==> config.mk <==
export PLATFORM = sky130hd
export DESIGN_NAME = switch_global_control_power_regs
export DESIGN_NICKNAME = d
export VERILOG_FILES = /design/src/logic/global_power_pkg.sv /design/src/logic/switch_global_control_power_regs.sv
export SDC_FILE = /design/constraint.sdc
export NUM_CORES = 1
export LEC_CHECK = 0
export ABC_AREA = 0
export BUFFER_PORTS_ARGS = -buffer_cell sky130_fd_sc_hd__clkbuf_2
export CAP_MARGIN = 30
export CELL_PAD_IN_SITES_DETAIL_PLACEMENT = 0
export CELL_PAD_IN_SITES_GLOBAL_PLACEMENT = 1
export CORE_ASPECT_RATIO = 1.2
export CORE_MARGIN = 2
export CORE_UTILIZATION = 40
export CTS_BUF_LIST = sky130_fd_sc_hd__clkbuf_16
export DETAILED_ROUTE_END_ITERATION = 7
export HOLD_SLACK_MARGIN = 0.15
export PLACE_DENSITY_LB_ADDON = 0.1
export SYNTH_ARGS = -nofsm -noshare
export SYNTH_HDL_FRONTEND = slang
export SYNTH_SLANG_ARGS = --single-unit
==> constraint.sdc <==
create_clock -name ref_clk_i -period 3.06 [get_ports ref_clk_i]
set_input_delay 0.306 -clock ref_clk_i [delete_from_list [all_inputs] [get_ports ref_clk_i]]
set_output_delay 0.306 -clock ref_clk_i [all_outputs]
set_load 0.01 [all_outputs]
==> src/logic/global_power_pkg.sv <==
// Purpose: constants for the global control and power register bank
// Assumes: 8-bit register port, byte offsets as printed
// Notes: timing counts derived from the 100 MHz clock
package global_power_pkg;
   localparam logic [7:0] OFF_TEST_A = 8'h09;
   localparam logic [7:0] OFF_TEST_B = 8'h0a;
   localparam logic [7:0] OFF_EDGE_LED = 8'h0b;
   localparam logic [7:0] OFF_CPU_TAG = 8'h0c;
   localparam logic [7:0] OFF_TEST_C = 8'h0d;
   localparam logic [7:0] OFF_POWER = 8'h0e;
   localparam logic [7:0] OFF_SLEEP = 8'h0f;
   localparam logic [7:0] RST_TEST_A = 8'h40;
   localparam logic [7:0] RST_TEST_B = 8'h00;
   localparam logic [7:0] RST_TEST_C = 8'h00;
   localparam logic [7:0] RST_SLEEP = 8'h50;
   localparam logic [1:0] RST_CPU_CLK = 2'h1;
   localparam logic [1:0] RSVD_CTL10_HI = 2'h1;
   localparam logic [1:0] RSVD_CTL10_LO = 2'h1;
   localparam int BIT_RMII_EDGE = 6;
   localparam int BIT_LED_LO = 4;
   localparam int BIT_REFCLK = 1;
   localparam int BIT_SPI_EDGE = 0;
   localparam int BIT_CPU_CLK_LO = 4;
   localparam int BIT_TAIL_TAG = 1;
   localparam int BIT_PASS_PAUSE = 0;
   localparam int BIT_PLL_DOWN = 5;
   localparam int BIT_PMODE_LO = 3;
   localparam logic [1:0] PMODE_NORMAL = 2'h0;
   localparam logic [1:0] PMODE_ENERGY = 2'h1;
   localparam logic [1:0] PMODE_SOFT_DOWN = 2'h2;
   localparam logic [1:0] CPU_CLK_RESERVED = 2'h3;
   localparam int CLK_PERIOD_NS = 10;
   localparam int SLEEP_UNIT_MS = 20;
   localparam int SLEEP_UNIT_CYCLES = SLEEP_UNIT_MS * 1000000 / CLK_PERIOD_NS;
endpackage : global_power_pkg

==> src/logic/switch_global_control_power_regs.sv <==
// Purpose: global control and power-management register bank
// Assumes: host reaches registers through a byte-wide register port
// Notes: read of the power register clears its mode field
//
// Behaviour
// - Bit 6 of 0x0b picks the uplink receive sampling edge, reset 0.
// - Bit 0 of register 0x0b picks the SPI read sampling edge.
// - Field 5:4 of 0x0c picks the internal clock; 01 at reset, 11 reserved.
// - Tail-tag bit set makes uplink egress frames carry one extra byte.
// - Pass-pause bit set forwards pause frames, clear filters them.
// - PLL power-down bit acts only while energy-detect mode is active.
// - Field 4:3 of 0x0e picks normal, energy-detect or soft power-down.
// - A host read of the power register clears the power mode field.
// - Energy-detect sleep waits the programmed count of 20 ms of no energy.
`timescale 1ns/100ps
module switch_global_control_power_regs
#(
   parameter int UNIT_CYCLES = global_power_pkg::SLEEP_UNIT_CYCLES
)
(
   input wire logic ref_clk_i,
   input wire logic rst_i,
   input wire logic refclk_strap_i,
   input wire logic reg_wr_i,
   input wire logic reg_rd_i,
   input wire logic [7:0] reg_addr_i,
   input wire logic [7:0] reg_wdata_i,
   input wire logic energy_present_i,
   output logic [7:0] reg_rdata_o,
   output logic reg_rvalid_o,
   output logic rmii_sample_falling_o,
   output logic spi_sample_rising_o,
   output logic [1:0] port_led_mode_o,
   output logic reference_clock_output_en_o,
   output logic [1:0] cpu_clock_select_o,
   output logic tail_tag_en_o,
   output logic pass_pause_o,
   output logic [1:0] power_state_o,
   output logic pll_power_down_o,
   output logic low_power_o
);
   import global_power_pkg::*;

   // ==========================================================
   // register file
   // ==========================================================
   logic rmii_edge, next_rmii_edge;
   logic spi_edge, next_spi_edge;
   logic [1:0] led_mode, next_led_mode;
   logic refclk_en, next_refclk_en;
   logic strap_done, next_strap_done;
   logic [1:0] cpu_clk, next_cpu_clk;
   logic tail_tag, next_tail_tag;
   logic pass_pause, next_pass_pause;
   logic pll_down, next_pll_down;
   logic [1:0] pmode, next_pmode;
   logic [7:0] sleep_time, next_sleep_time;
   logic [7:0] rdata, next_rdata;
   logic rvalid, next_rvalid;

   always_comb
   begin
      next_rmii_edge = rmii_edge;
      next_spi_edge = spi_edge;
      next_led_mode = led_mode;
      next_refclk_en = refclk_en;
      next_strap_done = 1'b1;
      next_cpu_clk = cpu_clk;
      next_tail_tag = tail_tag;
      next_pass_pause = pass_pause;
      next_pll_down = pll_down;
      next_pmode = pmode;
      next_sleep_time = sleep_time;
      next_rvalid = reg_rd_i;
      next_rdata = 8'h00;
      if (!strap_done)
         next_refclk_en = refclk_strap_i;
      if (reg_rd_i)
      begin
         if (reg_addr_i == OFF_TEST_A)
            next_rdata = RST_TEST_A;
         else if (reg_addr_i == OFF_TEST_B)
            next_rdata = RST_TEST_B;
         else if (reg_addr_i == OFF_EDGE_LED)
         begin
            next_rdata[BIT_RMII_EDGE] = rmii_edge;
            next_rdata[BIT_LED_LO +: 2] = led_mode;
            next_rdata[BIT_REFCLK] = refclk_en;
            next_rdata[BIT_SPI_EDGE] = spi_edge;
         end
         else if (reg_addr_i == OFF_CPU_TAG)
         begin
            next_rdata[7:6] = RSVD_CTL10_HI;
            next_rdata[BIT_CPU_CLK_LO +: 2] = cpu_clk;
            next_rdata[3:2] = RSVD_CTL10_LO;
            next_rdata[BIT_TAIL_TAG] = tail_tag;
            next_rdata[BIT_PASS_PAUSE] = pass_pause;
         end
         else if (reg_addr_i == OFF_TEST_C)
            next_rdata = RST_TEST_C;
         else if (reg_addr_i == OFF_POWER)
         begin
            next_rdata[BIT_PLL_DOWN] = pll_down;
            next_rdata[BIT_PMODE_LO +: 2] = pmode;
            next_pmode = PMODE_NORMAL;
         end
         else if (reg_addr_i == OFF_SLEEP)
            next_rdata = sleep_time;
      end
      if (reg_wr_i)
      begin
         if (reg_addr_i == OFF_EDGE_LED)
         begin
            next_rmii_edge = reg_wdata_i[BIT_RMII_EDGE];
            next_led_mode = reg_wdata_i[BIT_LED_LO +: 2];
            next_refclk_en = reg_wdata_i[BIT_REFCLK];
            next_spi_edge = reg_wdata_i[BIT_SPI_EDGE];
         end
         else if (reg_addr_i == OFF_CPU_TAG)
         begin
            next_cpu_clk = reg_wdata_i[BIT_CPU_CLK_LO +: 2];
            next_tail_tag = reg_wdata_i[BIT_TAIL_TAG];
            next_pass_pause = reg_wdata_i[BIT_PASS_PAUSE];
         end
         else if (reg_addr_i == OFF_POWER)
         begin
            next_pll_down = reg_wdata_i[BIT_PLL_DOWN];
            next_pmode = reg_wdata_i[BIT_PMODE_LO +: 2];
         end
         else if (reg_addr_i == OFF_SLEEP)
            next_sleep_time = reg_wdata_i;
      end
   end

   always_ff @(posedge ref_clk_i or posedge rst_i)
   begin
      if (rst_i)
      begin
         rmii_edge <= 1'b0;
         spi_edge <= 1'b0;
         led_mode <= 2'h0;
         refclk_en <= 1'b0;
         strap_done <= 1'b0;
         cpu_clk <= RST_CPU_CLK;
         tail_tag <= 1'b0;
         pass_pause <= 1'b0;
         pll_down <= 1'b0;
         pmode <= PMODE_NORMAL;
         sleep_time <= RST_SLEEP;
         rdata <= 8'h00;
         rvalid <= 1'b0;
      end
      else
      begin
         rmii_edge <= next_rmii_edge;
         spi_edge <= next_spi_edge;
         led_mode <= next_led_mode;
         refclk_en <= next_refclk_en;
         strap_done <= next_strap_done;
         cpu_clk <= next_cpu_clk;
         tail_tag <= next_tail_tag;
         pass_pause <= next_pass_pause;
         pll_down <= next_pll_down;
         pmode <= next_pmode;
         sleep_time <= next_sleep_time;
         rdata <= next_rdata;
         rvalid <= next_rvalid;
      end
   end

   // ==========================================================
   // energy-detect sleep timer
   // ==========================================================
   typedef enum logic [1:0] {PS_NORMAL, PS_WATCH, PS_SLEEP, PS_DOWN}
      pstate_t;
   pstate_t ps, next_ps;
   logic [31:0] unit_cnt, next_unit_cnt;
   logic [7:0] quiet_units, next_quiet_units;
   logic low_power, next_low_power;
   logic pll_off, next_pll_off;
   logic [1:0] power_state, next_power_state;

   always_comb
   begin
      next_ps = ps;
      next_unit_cnt = unit_cnt;
      next_quiet_units = quiet_units;
      case (ps)
         PS_NORMAL:
         begin
            next_unit_cnt = 32'h0000_0000;
            next_quiet_units = 8'h00;
            if (pmode == PMODE_ENERGY)
            begin
               next_ps = PS_WATCH;
            end
            else if (pmode == PMODE_SOFT_DOWN)
            begin
               next_ps = PS_DOWN;
            end
         end
         PS_WATCH:
         begin
            if (pmode != PMODE_ENERGY)
            begin
               next_ps = PS_NORMAL;
            end
            else if (energy_present_i)
            begin
               next_unit_cnt = 32'h0000_0000;
               next_quiet_units = 8'h00;
            end
            else if (quiet_units >= sleep_time)
            begin
               next_ps = PS_SLEEP;
            end
            else if (unit_cnt == 32'(UNIT_CYCLES - 1))
            begin
               next_unit_cnt = 32'h0000_0000;
               next_quiet_units = quiet_units + 8'h01;
            end
            else
            begin
               next_unit_cnt = unit_cnt + 32'h0000_0001;
            end
         end
         PS_SLEEP:
         begin
            if (pmode != PMODE_ENERGY || energy_present_i)
            begin
               next_ps = PS_NORMAL;
            end
         end
         default:
         begin
            if (pmode != PMODE_SOFT_DOWN)
            begin
               next_ps = PS_NORMAL;
            end
         end
      endcase
      next_low_power = (next_ps == PS_SLEEP) || (next_ps == PS_DOWN);
      next_pll_off = (next_ps == PS_SLEEP) && pll_down;
      next_power_state = (next_pmode == CPU_CLK_RESERVED) ? PMODE_NORMAL
         : next_pmode;
   end

   always_ff @(posedge ref_clk_i or posedge rst_i)
   begin
      if (rst_i)
      begin
         ps <= PS_NORMAL;
         unit_cnt <= 32'h0000_0000;
         quiet_units <= 8'h00;
         low_power <= 1'b0;
         pll_off <= 1'b0;
         power_state <= PMODE_NORMAL;
      end
      else
      begin
         ps <= next_ps;
         unit_cnt <= next_unit_cnt;
         quiet_units <= next_quiet_units;
         low_power <= next_low_power;
         pll_off <= next_pll_off;
         power_state <= next_power_state;
      end
   end

   assign reg_rdata_o = rdata;
   assign reg_rvalid_o = rvalid;
   assign rmii_sample_falling_o = rmii_edge;
   assign spi_sample_rising_o = spi_edge;
   assign port_led_mode_o = led_mode;
   assign reference_clock_output_en_o = refclk_en;
   assign cpu_clock_select_o = cpu_clk;
   assign tail_tag_en_o = tail_tag;
   assign pass_pause_o = pass_pause;
   assign power_state_o = power_state;
   assign pll_power_down_o = pll_off;
   assign low_power_o = low_power;
endmodule : switch_global_control_power_regs

Word level (Yosys, flattened, before mapping)
Index checks and enable logic that the tools add are counted.
{"block": "word_totals", "regBits": 76, "elab_cells": 102, "in_bits": 22, "out_inout_bits": 22}
{"block": "classes", "muxes": 46, "n_bitwise": 3, "n_eq_ne": 20, "n_addsub": 2, "reduce_logical": 11, "order_cmp": 1}
{"operator": "two-way mux 32 bit", "count": 4}
{"operator": "two-way mux 8 bit", "count": 10}
{"operator": "case mux 32 bit (2 select lines)", "count": 1}
{"operator": "equality test 8 x 4 -> 1 bit (second input constant)", "count": 7}
{"operator": "two-way mux 2 bit", "count": 22}
{"operator": "adder 32 x 1 -> 32 bit (second input constant)", "count": 1}
{"operator": "equality test 32 x 21 -> 1 bit (second input constant)", "count": 1}
{"operator": "case mux 8 bit (2 select lines)", "count": 1}
{"operator": "equality test 2 bit (second input constant)", "count": 5}
{"operator": "two-way mux 3 bit", "count": 3}
{"operator": "adder 8 x 1 -> 8 bit (second input constant)", "count": 1}
{"operator": ">= comparator 8 bit", "count": 1}
{"operator": "AND reduction 4 bit", "count": 2}
{"operator": "inequality test 3 bit (second input constant)", "count": 2}
{"operator": "case mux 2 bit (3 select lines)", "count": 1}
{"operator": "AND reduction 3 bit", "count": 2}
{"operator": "AND reduction 5 bit", "count": 1}
{"operator": "equality test 2 x 1 -> 1 bit (second input constant)", "count": 2}
{"operator": "two-way mux 1 bit", "count": 4}
{"operator": "inequality test 2 bit (second input constant)", "count": 2}
{"operator": "inverter 1 bit", "count": 3}
{"operator": "logical NOT 2 bit", "count": 1}
{"operator": "logical OR 1 bit", "count": 2}
{"operator": "inequality test 2 x 1 -> 1 bit (second input constant)", "count": 1}
{"operator": "3 further kinds", "count": 3}

Logic depth before layout (Yosys ltp)
{"block": "logic_depth", "ltp_word": 14, "ltp_mapped": 9, "depth_no_buf": 8}

Least setup slack after synthesis
Ideal clock, no wire load.
{"block": "synth_path", "kind": "reg2reg", "start": "register quiet_units[0]", "end": "register unit_cnt[11]", "slack_ps": 721, "required_time_ps": 2964, "path_stages_with_launch": 10, "synth_period_minus_slack_ps": 2339, "path_buffers": 1, "arrival_ps": 2243, "setup_time_ps": 96, "cell_sequence": "dfrtp_1 -> inv_1 -> ha_1 -> nand2b_4 -> a2111oi_4 -> o21bai_1 -> a211oi_4 -> nand2_2 -> buf_2 -> o31ai_1"}
{"block": "synth_via", "elab_chain_len": 3}
{"element": "start, declared", "line": "switch_global_control_power_regs.sv:178", "source": "logic [7:0] quiet_units, next_quiet_units;"}
{"element": "start signal, assigned", "line": "switch_global_control_power_regs.sv:263", "source": "quiet_units <= next_quiet_units;"}
{"element": ">= comparator 8 bit", "line": "switch_global_control_power_regs.sv:213", "source": "else if (quiet_units >= sleep_time)"}
{"element": "inequality test 3 bit (no source line)"}
{"element": "AND reduction 3 bit (no source line)"}
{"element": "end signal, assigned", "line": "switch_global_control_power_regs.sv:262", "source": "unit_cnt <= next_unit_cnt;"}
{"element": "end, declared", "line": "switch_global_control_power_regs.sv:177", "source": "logic [31:0] unit_cnt, next_unit_cnt;"}
Every way passes these cells.
A chain may end at the register's enable or synchronous reset.

Worst setup path after layout
{"block": "layout_path", "start": "register quiet_units[0]", "end": "register quiet_units[7]"}
{"block": "layout_via", "elab_chain_len": 6, "elab_cells_between_ends": 9, "classes_between": "add/sub: 1; order compare: 1; eq/ne: 1; mux: 5; reduce/logical: 1"}
{"element": "adder 8 x 1 -> 8 bit", "line": "switch_global_control_power_regs.sv:220", "source": "next_quiet_units = quiet_units + 8'h01;"}
{"element": "two-way mux 8 bit", "line": "switch_global_control_power_regs.sv:217", "source": "else if (unit_cnt == 32'(UNIT_CYCLES - 1))"}
{"element": "two-way mux 8 bit", "line": "switch_global_control_power_regs.sv:213"}
{"element": "two-way mux 8 bit", "line": "switch_global_control_power_regs.sv:208", "source": "else if (energy_present_i)"}
{"element": "two-way mux 8 bit", "line": "switch_global_control_power_regs.sv:204", "source": "if (pmode != PMODE_ENERGY)"}
{"element": "case mux 8 bit (2 select lines)", "line": "switch_global_control_power_regs.sv:188", "source": "case (ps)"}
Parallel ways exist; a longest one is shown, timed or not. The select of a mux whose other input is x is not followed.

==> reports/results.tsv <==
metric	value	unit
dpl ws	0.465	ns
asr flop ratio synth	100	%
clock-pin slew of the registers on the worst-case setup and hold paths	0.06	ns
area of the mapped netlist	0.00422	sq mm
RD Place Congestion	0.815	
Hold Crit Class	in -> reg	
post-CTS setup buffers	0	
data required time at the worst endpoint	3.30	ns
Final Hold Viols	0	
sum of negative setup slack	0	ns
clk root buf	clkbuf_16	
CTS max path bufs	2	
top cells by area, synth	dfrtp_1, nand3_1, nand2_1, o21ai_1, o31ai_1	
Sink Count	76	
ys flop type	dfrtp_1	
overall die area	0.0114	sq mm
total grt overflow	0	
Total GRT Usage	20.2	%
hpwl dp	7.86	mm
Yosys top cell by area	dfrtp_1	
status	finished clean	
Fillers	1054	
# H-tree levels	3	
drt initial violations	134	
fin crit period	2.59	ns
cts bufs inserted	9	
critical path arrival	2.83	ns
slowest CP cell	dfrtp_1	
Mapped Cells	442	
Antenna diodes	0	
mean post-synth cell area	9.55	sq um
WL/cell	17.5	microns
Post-synth EDFFs	0	
Area growth, synth to finish	17.3	%
final setup violation count	0	
crit start category	flip-flop	
antenna violations before repair	0	
R2R depth	9	
Die H	117	microns
final setup margin	0.474	ns
first-pass GRT wire length	18.2	mm
pwr/cell area	483	mW/mm^2
fmax	0.387	GHz
Yosys reg bits	76	
Initial Util	40.5	%
Max VDD drop	0.261	mV
worst clock skew	0.00844	ns
Slew @ Worst Pin	0.766	ns
Post-route DRC	0	
crit path capture type	flip-flop	
unrepaired setup endpoints after global routing	false	
post-synthesis sequential area ratio	45.2	%
Routed WL	10.9	mm
Crit Path Max Fanout	16	
port bufs	43	
nets@finish	519	
worst-path cell chain	inv_1 > ha_1 > nand2b_4 > a2111oi_4 > o21bai_1 > a211oi_4 > buf_4 > nand3_1 > o31ai_1	
CP max stage delay	0.38	ns
P_leak	2.27	nW
Syn. warnings	0	
Site Rows	41	
Max Slew Vio Count	0	
pin count of the biggest net entering global routing	44	
share of the synthesized area in the top cell type	43.3	%
worst rel slew slack	48.8	%
Hold Path Cell Cnt	3	
# Max-Cap Violations	0	
Worst-Skew Late Latency	0.34	ns
share of cells above drive strength 1	21.5	%
vias in the first global route	3644	
CTS tree	yes	
DR vias/cell	5.78	
chip width	97.8	microns
DRT Pass-1 Iters	4	
Core Util, Final	47.5	%
fin crit share	84.5	%
most frequent cells after synthesis	dfrtp_1, nand2_1, nand3_1	
critical path type	reg -> reg	
top-count cell post-synth	dfrtp_1	
Hold Worst Slack	0.176	ns
post-route ant nets	0	
Mapped Nets	474	
vias	3591	
I/O pin cnt	44	
CORE AREA	0.0104	sq mm
Design Power	2.39	mW
post-synthesis cell type count	68	
==> cell usage in the layout, fill, tap and decap left out, drive strengths merged, types with 2 or more instances in the layout <==
| cell type | instances |
|---|---|
| o21a | 3 |
| nand3 | 29 |
| nor2 | 29 |
| o21ai | 44 |
| inv | 18 |
| nor3b | 2 |
| nand2 | 39 |
| clkbuf | 52 |
| a21o | 4 |
| dfstp | 3 |
| a22o | 3 |
| o211ai | 5 |
| ha | 10 |
| nand3b | 3 |
| and3 | 10 |
| mux2 | 11 |
| a32oi | 2 |
| nor4b | 4 |
| clkinv | 2 |
| a21oi | 11 |
| o22ai | 3 |
| bufinv | 2 |
| nand2b | 7 |
| buf | 11 |
| and2 | 6 |
| or2 | 3 |
| dlygate4sd3 | 2 |
| nor2b | 6 |
| and4 | 4 |
| nand4 | 13 |
| dfrtp | 73 |
| or4 | 3 |
| a31oi | 17 |
| mux2i | 3 |
| a22oi | 2 |
| o31ai | 18 |
| nor3 | 8 |
| o41ai | 5 |
| nor4 | 5 |
==> metal layers <==
metal / global-route usage (%) / share of wire (%) / vias up
li1: - / - / 1741
met1: 23.2 / 41 / 1748
met2: 37.2 / 53 / 83
met3: 3.47 / 3.2 / 19
met4: 8.80 / 2.4 / 0
met5: 0 / 0 / -
==> area by class of cell <==
type | instances | area, sq um | area share, %
clock inverter | 7 | 90.1 | 1.82
multi-input combinational | 328 | 2150 | 43.4
clock buffer | 9 | 225 | 4.55
tap | 129 | 161 | 3.26
sequential | 76 | 1910 | 38.5
timing repair buffer | 56 | 355 | 7.18
inverter | 16 | 60.1 | 1.21
==> state kept, by name, summed over array words and instances (netlist names), 2 cells and up <==
| name | cells |
|---|---|
| cpu_clock_select_o | 2 |
| sleep_time | 8 |
| port_led_mode_o | 2 |
| quiet_units | 8 |
| ps | 2 |
| pmode | 2 |
| unit_cnt | 32 |
| reg_rdata_o | 8 |
| power_state_o | 2 |
==> cell families after synthesis <==
group | after synthesis | synth area share [%]
XOR/XNOR | 2 | 0.415
other | 1 | 0.0889
multiplexers | 14 | 3.65
AND/OR/NAND/NOR | 172 | 22.4
flip-flops | 76 | 45.2
adder cells (fa/ha/maj) | 10 | 2.97
AO/OA/AOI/OAI | 129 | 21.4
buffers and inverters | 38 | 3.88
==> metrics by stage <==
step / instance area (sq um) / cells
2_1_floorplan: 4220 / 442
3_3_place_gp: 4610 / 603
3_5_place_dp: 4610 / 603
4_1_cts: 4950 / 621
5_1_grt: 4950 / 621
6_report: 4950 / 621
==> what timing repair did <==
action	CTS	global route
gates resized for setup	0	0
hold buffers	2	0
endpoints found under the hold margin	32	0
==> worst max-delay path: cells and delay by family, from the launching register on <==
kind / cells / cell delay, ns
adder cells (fa/ha/maj): 1 / 0.27
flip-flops: 1 / 0.38
buffers and inverters: 2 / 0.35
AO/OA/AOI/OAI: 4 / 1.15
AND/OR/NAND/NOR: 2 / 0.35
==> worst paths after layout <==
check	start	endpoint	slack (ns)
setup / recovery	quiet_units[0]	quiet_units[7]	0.47
hold / removal	reg_wdata_i[2]	sleep_time[2]	0.18
setup reg to reg	quiet_units[0]	quiet_units[7]	0.47
hold reg to reg	unit_cnt[20]	unit_cnt[20]	0.49
max in group asynchronous	rst_i	sleep_time[4]	1.66
min in group asynchronous	rst_i	reg_rdata_o[7]	0.66
==> power breakdown <==
part | leakage (nW) | internal (mW) | switching, mW
Clock | 0.157 | 0.711 | 0.428
Combinational | 1.10 | 0.0759 | 0.130
Sequential | 1.02 | 1.03 | 0.0146
Total | 2.27 | 1.82 | 0.572
Note: power is estimated with default switching activity, not from simulation.
